## config.mk

```make
export PLATFORM = sky130hd
export DESIGN_NAME = fpf_readout
export DESIGN_NICKNAME = d
export VERILOG_FILES = /design/src/fpf_readout.v
export VERILOG_INCLUDE_DIRS = /design/src /design/src/src
export SDC_FILE = /design/constraint.sdc
export NUM_CORES = 1
export LEC_CHECK = 0
export BUFFER_PORTS_ARGS = -buffer_cell sky130_fd_sc_hd__buf_4
export CAP_MARGIN = 20
export CORE_ASPECT_RATIO = 0.75
export CORE_MARGIN = 2
export CORE_UTILIZATION = 55
export DETAILED_ROUTE_END_ITERATION = 6
export PLACE_DENSITY = 0.84
export SETUP_SLACK_MARGIN = 0.15
export SYNTH_ARGS = -nofsm -noshare
export SYNTH_HDL_FRONTEND = slang
export SYNTH_SLANG_ARGS = --single-unit
export TNS_END_PERCENT = 1
```

## constraint.sdc

```tcl
create_clock -name clk_in -period 1.75 [get_ports clk_in]
set_clock_uncertainty 0.05 [all_clocks]
set_input_delay 0.0875 -clock clk_in [delete_from_list [all_inputs] [get_ports clk_in]]
set_output_delay 0.0875 -clock clk_in [all_outputs]
set_load 0.01 [all_outputs]
```

## src/fpf_regs.vh

```
`ifndef FPF_REGS_VH
`define FPF_REGS_VH
// ==========================================
// register offsets
`define FPF_ADDR_W           8
`define FPF_OFF_GEOMETRY     8'h0c
`define FPF_OFF_REVISION     8'h10
`define FPF_OFF_FUSE_UPPER   8'h14
`define FPF_OFF_FUSE_LOWER   8'h18
`define FPF_OFF_USER_WORD0   8'h1c
`define FPF_OFF_USER_WORD1   8'h20
// ==========================================
// field positions
`define FPF_PSZ_HI           10
`define FPF_PSZ_LO           8
`define FPF_FSZ_HI           3
`define FPF_FSZ_LO           0
`define FPF_VER_HI           11
`define FPF_VER_LO           0
`define FPF_BROWNOUT_ENABLE_FIELD_HI         31
`define FPF_BROWNOUT_ENABLE_FIELD_LO         30
`define FPF_BROWNOUT_HYSTERESIS_BIT      29
`define FPF_LVL_UP_HI        28
`define FPF_LVL_UP_LO        24
`define FPF_LVL_LOW_BIT      23
`define FPF_USER_PAGE_PROTECT_BIT        22
`define FPF_SECURE_HI        21
`define FPF_SECURE_LO        20
`define FPF_BOOT_AREA_PROTECT_SIZE_HI      19
`define FPF_BOOT_AREA_PROTECT_SIZE_LO      17
`define FPF_EXT_PRIV_FETCH_LOCK_BIT         16
`define FPF_LOCK_HI          15
`define FPF_LOCK_LO          0
`define FPF_WDT_BIT          0
`define FPF_SRAM_HI          31
`define FPF_SRAM_LO          16
`define FPF_SFLASH_HI        15
`define FPF_SFLASH_LO        0
// ==========================================
// values
`define FPF_ZERO32           32'h00000000
`define FPF_ONES32           32'hffffffff
`define FPF_FUSE_SHIPPED     32'he077ffff
`define FPF_BOD_OFF          2'h0
`define FPF_BOD_RESET        2'h1
`define FPF_BOD_NORESET      2'h2
`define FPF_FSZ_RSVD         4'hf
`define FPF_PSZ_DEFAULT      3'h3
`define FPF_FSZ_DEFAULT      4'h5
`define FPF_VER_DEFAULT      12'h001
`endif

```

## src/fpf_readout.v

```verilog
// Function
// page size reads as a 3-bit code where 0 is 32 bytes, each step doubles, 7 is 4096 bytes.
// flash size reads as a 4-bit code from 4K up to 2048K bytes with code 15 reserved.
// the revision register carries a 12-bit version in its low bits with no effect on behaviour.
// the variant field is reserved, reads zero and nothing acts on it.
// each fuse bit reads 1 when erased and 0 when programmed.
// 32 fuses read in the lower fuse register and the upper fuse register is unused.
// a debug chip erase sets every fuse so the lower register reads all ones.
// the brown-out enable field decodes 00 off, 01 on with reset, 10 on without reset, 11 reserved.
// the hysteresis fuse enables hysteresis when 1 and disables it when 0.
// the 6-bit trigger level joins five upper bits with the adjacent lowest bit.
// protect, security, boot-protect, fetch-lock and 16 lock bits feed the controller.
// an erased lock fuse leaves its region unlocked.
// as shipped the lower fuse word holds the documented default value.
// bit 0 of user word 0 low enables the watchdog at startup, high leaves it off.
// user word 1 holds the secure RAM end in its upper half and flash end in its lower half.
// the user row ships erased so the watchdog does not start automatically.
// writes to the geometry, revision and fuse registers are ignored.
//
// Strobed register access is this design's own decision.

// macros must be visible before the parameter defaults use them
`include "fpf_regs.vh"

module fpf_readout #(
  parameter [2:0]  PAGE_SIZE_CODE  = `FPF_PSZ_DEFAULT,
  parameter [3:0]  FLASH_SIZE_CODE = `FPF_FSZ_DEFAULT,
  // arbitrary neutral revision value
  parameter [11:0] REVISION        = `FPF_VER_DEFAULT
) (
  // clock and reset
  input  wire        clk_in,
  input  wire        rst_in,
  // register port
  input  wire [7:0]  addr_in,
  input  wire [31:0] wdata_in,
  input  wire        wr_in,
  input  wire        rd_in,
  output reg  [31:0] rdata_out,
  // fuse programming from the command engine
  input  wire        fuse_prog_in,
  input  wire        fuse_erase_in,
  input  wire [4:0]  fuse_index_in,
  input  wire        chip_erase_in,
  input  wire        user_row_we_in,
  input  wire        user_row_sel_in,
  input  wire [31:0] user_row_data_in,
  input  wire        user_row_erase_in,
  // decoded fuse outputs
  output reg         brownout_enable_out,
  output reg         brownout_reset_out,
  output reg         brownout_hysteresis_out,
  output reg  [5:0]  brownout_trigger_level_out,
  output reg         user_page_protect_out,
  output reg  [1:0]  security_out,
  output reg  [2:0]  boot_area_protect_size_out,
  output reg         ext_priv_fetch_lock_out,
  output reg  [15:0] region_locked_out,
  output reg         watchdog_autostart_out,
  output reg  [15:0] secure_ram_end_addr_out,
  output reg  [15:0] secure_flash_end_addr_out
);

  // ==========================================
  // storage
  reg [31:0] fuse_reg;
  reg [31:0] fuse_next;
  reg [31:0] user0_reg;
  reg [31:0] user1_reg;
  reg [31:0] rdata_next;

  // fuse cells are flops here; shipped value stands in for the array
  always @* begin
    fuse_next = fuse_reg;
    if (fuse_prog_in) begin
      fuse_next[fuse_index_in] = 1'b0;
    end
    if (fuse_erase_in) begin
      fuse_next[fuse_index_in] = 1'b1;
    end
    if (chip_erase_in) begin
      fuse_next = `FPF_ONES32;
    end
  end

  always @(posedge clk_in) begin
    if (rst_in) begin
      fuse_reg <= `FPF_FUSE_SHIPPED;
    end else begin
      fuse_reg <= fuse_next;
    end
  end

  always @(posedge clk_in) begin
    if (rst_in) begin
      user0_reg <= `FPF_ONES32;
      user1_reg <= `FPF_ONES32;
    end else if (user_row_erase_in || chip_erase_in) begin
      user0_reg <= `FPF_ONES32;
      user1_reg <= `FPF_ONES32;
    end else if (user_row_we_in) begin
      // flash write can only clear bits
      if (user_row_sel_in) begin
        user1_reg <= user1_reg & user_row_data_in;
      end else begin
        user0_reg <= user0_reg & user_row_data_in;
      end
    end
  end

  // ==========================================
  // register read
  always @* begin
    rdata_next = `FPF_ZERO32;
    case (addr_in)
      `FPF_OFF_GEOMETRY: begin
        rdata_next[`FPF_PSZ_HI:`FPF_PSZ_LO] = PAGE_SIZE_CODE;
        rdata_next[`FPF_FSZ_HI:`FPF_FSZ_LO] = FLASH_SIZE_CODE;
      end
      `FPF_OFF_REVISION: begin
        rdata_next[`FPF_VER_HI:`FPF_VER_LO] = REVISION;
      end
      `FPF_OFF_FUSE_UPPER: rdata_next = `FPF_ZERO32;
      `FPF_OFF_FUSE_LOWER: rdata_next = fuse_reg;
      `FPF_OFF_USER_WORD0: rdata_next = user0_reg;
      `FPF_OFF_USER_WORD1: rdata_next = user1_reg;
      default:             rdata_next = `FPF_ZERO32;
    endcase
  end

  // data valid only in the cycle after the strobe
  always @(posedge clk_in) begin
    if (rst_in) begin
      rdata_out <= `FPF_ZERO32;
    end else if (rd_in) begin
      rdata_out <= rdata_next;
    end else begin
      rdata_out <= `FPF_ZERO32;
    end
  end

  // ==========================================
  // decoded fuse outputs
  always @(posedge clk_in) begin
    if (rst_in) begin
      brownout_enable_out        <= 1'b0;
      brownout_reset_out         <= 1'b0;
      brownout_hysteresis_out    <= 1'b0;
      brownout_trigger_level_out <= 6'h00;
      user_page_protect_out      <= 1'b0;
      security_out               <= 2'h0;
      boot_area_protect_size_out <= 3'h0;
      ext_priv_fetch_lock_out    <= 1'b0;
      region_locked_out          <= 16'h0000;
      watchdog_autostart_out     <= 1'b0;
      secure_ram_end_addr_out    <= 16'h0000;
      secure_flash_end_addr_out  <= 16'h0000;
    end else begin
      // reserved 11 treated as disabled
      brownout_enable_out <=
        (fuse_reg[`FPF_BROWNOUT_ENABLE_FIELD_HI:`FPF_BROWNOUT_ENABLE_FIELD_LO] == `FPF_BOD_RESET) ||
        (fuse_reg[`FPF_BROWNOUT_ENABLE_FIELD_HI:`FPF_BROWNOUT_ENABLE_FIELD_LO] == `FPF_BOD_NORESET);
      brownout_reset_out <=
        (fuse_reg[`FPF_BROWNOUT_ENABLE_FIELD_HI:`FPF_BROWNOUT_ENABLE_FIELD_LO] == `FPF_BOD_RESET);
      brownout_hysteresis_out <= fuse_reg[`FPF_BROWNOUT_HYSTERESIS_BIT];
      brownout_trigger_level_out <= {fuse_reg[`FPF_LVL_UP_HI:`FPF_LVL_UP_LO],
                                     fuse_reg[`FPF_LVL_LOW_BIT]};
      user_page_protect_out <= fuse_reg[`FPF_USER_PAGE_PROTECT_BIT];
      security_out <= fuse_reg[`FPF_SECURE_HI:`FPF_SECURE_LO];
      boot_area_protect_size_out <= fuse_reg[`FPF_BOOT_AREA_PROTECT_SIZE_HI:`FPF_BOOT_AREA_PROTECT_SIZE_LO];
      ext_priv_fetch_lock_out <= ~fuse_reg[`FPF_EXT_PRIV_FETCH_LOCK_BIT];
      region_locked_out <= ~fuse_reg[`FPF_LOCK_HI:`FPF_LOCK_LO];
      watchdog_autostart_out <= ~user0_reg[`FPF_WDT_BIT];
      secure_ram_end_addr_out <= user1_reg[`FPF_SRAM_HI:`FPF_SRAM_LO];
      secure_flash_end_addr_out <= user1_reg[`FPF_SFLASH_HI:`FPF_SFLASH_LO];
    end
  end

endmodule

```

# After elaboration in Yosys (flattened, before gate mapping)
# Cells that the tools add are included.
# word_totals
ff_bits,193
# classes
n_lt_le_gt_ge,2
n_eq_ne,7
muxes,10
n_reduce_logical,8
bitwise_logic,10
# op_table
operator,count
$and 32x32->32,3
$mux 32,2
$pmux 20 s3,1
$not 32->32,1
$or 32x32->32,1
$mux 29,1
$eq 8x5->1 const B,3
$pmux 4 s5,1
$not 16->16,1
$pmux 3 s4,1
$pmux 4 s3,1
$eq 8x4->1 const B,1
$eq 8x6->1 const B,1
$lt 5x6->1 const B,1
$reduce_or 2->1,3
$demux 1 s5,1
$ge 5x1->1 const B,1
$not 1->1,4
$reduce_and 2->1,2
$pmux 1 s3,1
$eq 2x1->1 const B,1
$eq 2x2->1 const B,1
$logic_or 1x1->1,2
$logic_and 1x1->1,1
$mux 1,1

# Depth between registers and ports, before layout
# depth
depth_word,10
ltp_mapped,6

# Worst setup path before layout
# OpenSTA, ideal clock, no wires.
# synth_path
kind,input-to-reg
from,input port fuse_index_in[0]
to,register fuse_reg[28]
required_ns,1.626
arrival_time_ns,1.085
stages,5
path_slack_ns,0.541
setup_ns,0.074
path_cell_list,clkbuf_1 > or3b_1 > clkbuf_1 > or2_0 > a31oi_1
# synth_between
elab_chain_len,10
word_cells_on_any_way,11
cone_classes,2 x order compare; 5 x mux; 3 x bitwise; 1 x reduce/logical
# synth_lines
item,line_no,source
start: declaration,fpf_readout.v:43,"input wire [4:0] fuse_index_in,"
$lt 5x6->1 (not written as such) / $ge 5x1->1 (equally long branches),"fpf_readout.v:76, fpf_readout.v:79",
$logic_and 1x1->1 (not written as such),"fpf_readout.v:76, fpf_readout.v:79",
$mux 1 (not written as such),"fpf_readout.v:76, fpf_readout.v:79",
$demux 1 s5 *,"fpf_readout.v:76, fpf_readout.v:79",
$not 32->32 (no source line),-,
$and 32x32->32 (no source line),-,
$mux 32,fpf_readout.v:75,if (fuse_prog_in) begin
$or 32x32->32 (no source line),-,
$mux 32 *,fpf_readout.v:78,if (fuse_erase_in) begin
$mux 29 *,fpf_readout.v:81,if (chip_erase_in) begin
end signal: assignment,fpf_readout.v:88,fuse_reg <= `FPF_FUSE_SHIPPED;
end signal: assignment,fpf_readout.v:90,fuse_reg <= fuse_next;
end: declaration,fpf_readout.v:66,reg [31:0] fuse_reg;
# Mark *: on every way between the ends. The rest lies on a longest branch, timed or not.
# A chain may end at the register's enable or synchronous reset.

# Final worst setup path
# layout_path
from,input port rst_in
to,register fuse_reg[11]
# layout_between
elab_chain_len,1
# layout_lines
item,line_no,source
start: declaration,fpf_readout.v:33,"input wire rst_in,"
$reduce_or 2->1 (no source line),-,
# No other way between the ends.

==> results.json <==
{
  "status": "finished clean",
  "ys_types": 36,
  "slew_violations": 0,
  "fin_tns_setup_ps": 0,
  "cp_slowest_cell": "dlygate4sd3_1",
  "worst_slew_pin_slew_ps": 596,
  "ys_ff_latch": 193,
  "wirelength_um": 18800,
  "crit_path_cell_trace": "dlygate4sd3_1, buf_4, buf_4, nor2_1, buf_4, o211ai_1",
  "hp-class": "in -> reg",
  "dp_slack_ps": 233,
  "cts_tree": "built",
  "grt_setup_unrepaired": "no",
  "seq_area_frac_synth_pct": 59.9,
  "rows": 34,
  "seqPwrFrac_pct": 49.9,
  "grt_first_pass_wirelength_um": 28600,
  "grt_max_degree": 35,
  "p_int_w": 0.00695,
  "io_buffers": 150,
  "synth.most_common_cell": "dfxtp_1",
  "fmax_ghz": 0.679,
  "dp_hpwl_um": 12300,
  "ios": 184,
  "cp-end-kind": "register",
  "first_iter_violations": 679,
  "syn_avg_cell_area_um2": 9.90,
  "die_w_um": 129,
  "timing.final.crit_share_pct": 84.2,
  "core_area_um2": 11500,
  "multi_input_area_um2": 2380,
  "ys.flop_type": "dfxtp_1",
  "synth_area_um2": 6450,
  "r2r_setup_slack_ps": 570,
  "path_common_cell": "buf_4",
  "synth_commonest_cells": "dfxtp_1 (193), o21ai_0 (79), nand2_1 (66)",
  "worstPathRequired_ps": 1990,
  "holdWs_ps": 18.8,
  "register_area_um2": 3860,
  "fill_cells": 730,
  "hold_viol_final": 0,
  "cellLeakagePower_nw": 3.42,
  "worstPathMaxFanout": 27,
  "drive_gt1_share_pct": 25.7,
  "start_util_pct": 56.0,
  "slew_headroom_pct": 59.7,
  "grt_antenna_before_repair": 0,
  "yosysWarnings": 0,
  "syn_nets": 740,
  "cts_sinks": 193,
  "clockBufferDepth": 2,
  "clkTransAtPathRegs_ps": 70,
  "slowest_delay_ps": 540,
  "drtAntennaViolNets": 0,
  "wl_per_cell_um": 18.7,
  "maxCapViolations": 0,
  "setup_viol": 0,
  "area_growth_pct": 34.7,
  "insertion_delay_ps": 430,
  "async_reset_ff_share_pct": 0,
  "power_density_nw_per_um2": 1040,
  "h-tree-depth": 4,
  "postCtsSetupRepairBufs": 0,
  "period_needed_ps": 1470,
  "dr_total_vias": 5878,
  "place_congestion": 0.834,
  "worst-path-buf-inv": 4,
  "synth_cells": 652,
  "cts_buffers": 17,
  "power.switching_w": 0.00213,
  "finalWorstSetupSlack_ps": 277,
  "grt-ovfl-total": 0,
  "fin_nets": 915,
  "root_buffer": "clkbuf_16",
  "pwr-share-comb_pct": 7.4,
  "ir_drop_mv": 0.927,
  "die_area_um2": 12600,
  "grt_pass1_vias": 5592,
  "n_antenna_cell": 0,
  "drc": 0,
  "arrival_ps": 1710,
  "p_clk_share_pct": 42.7,
  "cp_top_family": "buffers and inverters",
  "synth_top_area_share_pct": 59.9,
  "synth_area_leaders": "dfxtp_1 (60%), o21ai_0 (6.1%), nor2b_1 (4.6%)",
  "dr.pass1.iters": 5,
  "die_h_um": 97.8,
  "vias_per_cell": 5.87,
  "grt_usage_pct": 29.5,
  "crit_type": "in -> reg",
  "yosys.area.top_type": "dfxtp_1",
  "swShare_pct": 23.5,
  "synth_edf_count": 0,
  "start_kind": "input port"
}
cell usage in the layout (no fill, tap or decap), types with 8 or more instances in the layout:
| cell | n |
|---|---|
| o211ai_1 | 28 |
| mux2_2 | 8 |
| nand3_1 | 14 |
| buf_4 | 171 |
| dfxtp_1 | 193 |
| dlygate4sd3_1 | 35 |
| nor2b_1 | 47 |
| a21oi_1 | 32 |
| a22oi_1 | 24 |
| nand4_1 | 24 |
| nor2_1 | 20 |
| nand2_1 | 66 |
| o21ai_1 | 17 |
| nand3b_1 | 8 |
| clkbuf_16 | 17 |
| o21ai_0 | 79 |
tightest hold or removal path, delay by kind of cell:
family,cells,cell delay (ps)
and+or+nand+nor,1,110
buffers and inverters,1,170
AOI/OAI and AO/OA,1,80
power by group through the flow:
stage | Combinational [W] | Clock (W) | Sequential [W]
final | 0.000674 | 0.00387 | 0.00453
after global routing | 0.000719 | 0.00408 | 0.00454
after CTS | 0.000662 | 0.00390 | 0.00453
after detailed placement | 0.000593 | 0 | 0.00463
after global placement | 0.000574 | 0 | 0.00463
after floorplan | 0.000260 | 0 | 0.00465
final cells by class:
class | instances | area share, %
Multi-Input combinational cell | 406 | 27.4
Tap cell | 162 | 2.33
Timing Repair Buffer | 206 | 18.8
Inverter | 3 | 0.129
Clock inverter | 15 | 2.03
Clock buffer | 17 | 4.89
Sequential cell | 193 | 44.4
kinds of logic (layout without fill, tap and decap cells):
kind of cell / count (synthesis) / in the layout / share of synthesized area [%]
and+or+nand+nor: 202 / 202 / 17.2
buffers and inverters: 53 / 241 / 3.55
muxes: 8 / 8 / 1.40
DFF: 193 / 193 / 59.9
adders and majority gates: 1 / 1 / 0.194
AOI/OAI and AO/OA: 195 / 195 / 17.8
repair_timing:
item,CTS,global route
hold endpoints to repair,81,0
hold buffers,35,0
setup endpoints to repair,0,0
resized for setup,0,0
metrics by stage:
step | instance area, um2 | power (W) | instances | utilization, %
detailed placement | 7740 | 0.00522 | 935 | 67.2
finish | 8700 | 0.00908 | 1002 | 75.4
global placement | 7740 | 0.00520 | 935 | 67.2
global route | 8700 | 0.00934 | 1002 | 75.4
CTS | 8700 | 0.00910 | 1002 | 75.4
floorplan | 6450 | 0.00491 | 652 | -
worst paths after layout:
check                             startpoint            to  cells past startpoint
worst min-delay path              addr_in[2]  rdata_out[3]                      3
worst max register to register  user1_reg[9]  rdata_out[9]                      3
worst max-delay path                  rst_in  fuse_reg[11]                      6
worst min register to register  user0_reg[8]  user0_reg[8]                      2
metal layers:
layer  track usage [%]  share of wire, %  vias up
met5                 0                 0        -
met3              8.11                11       51
met4              13.6               2.9        0
met2              45.3                46      438
met1              38.9                40     2739
li1                  -                 -     2650
No activity file was read; power rests on OpenSTA's default activity.
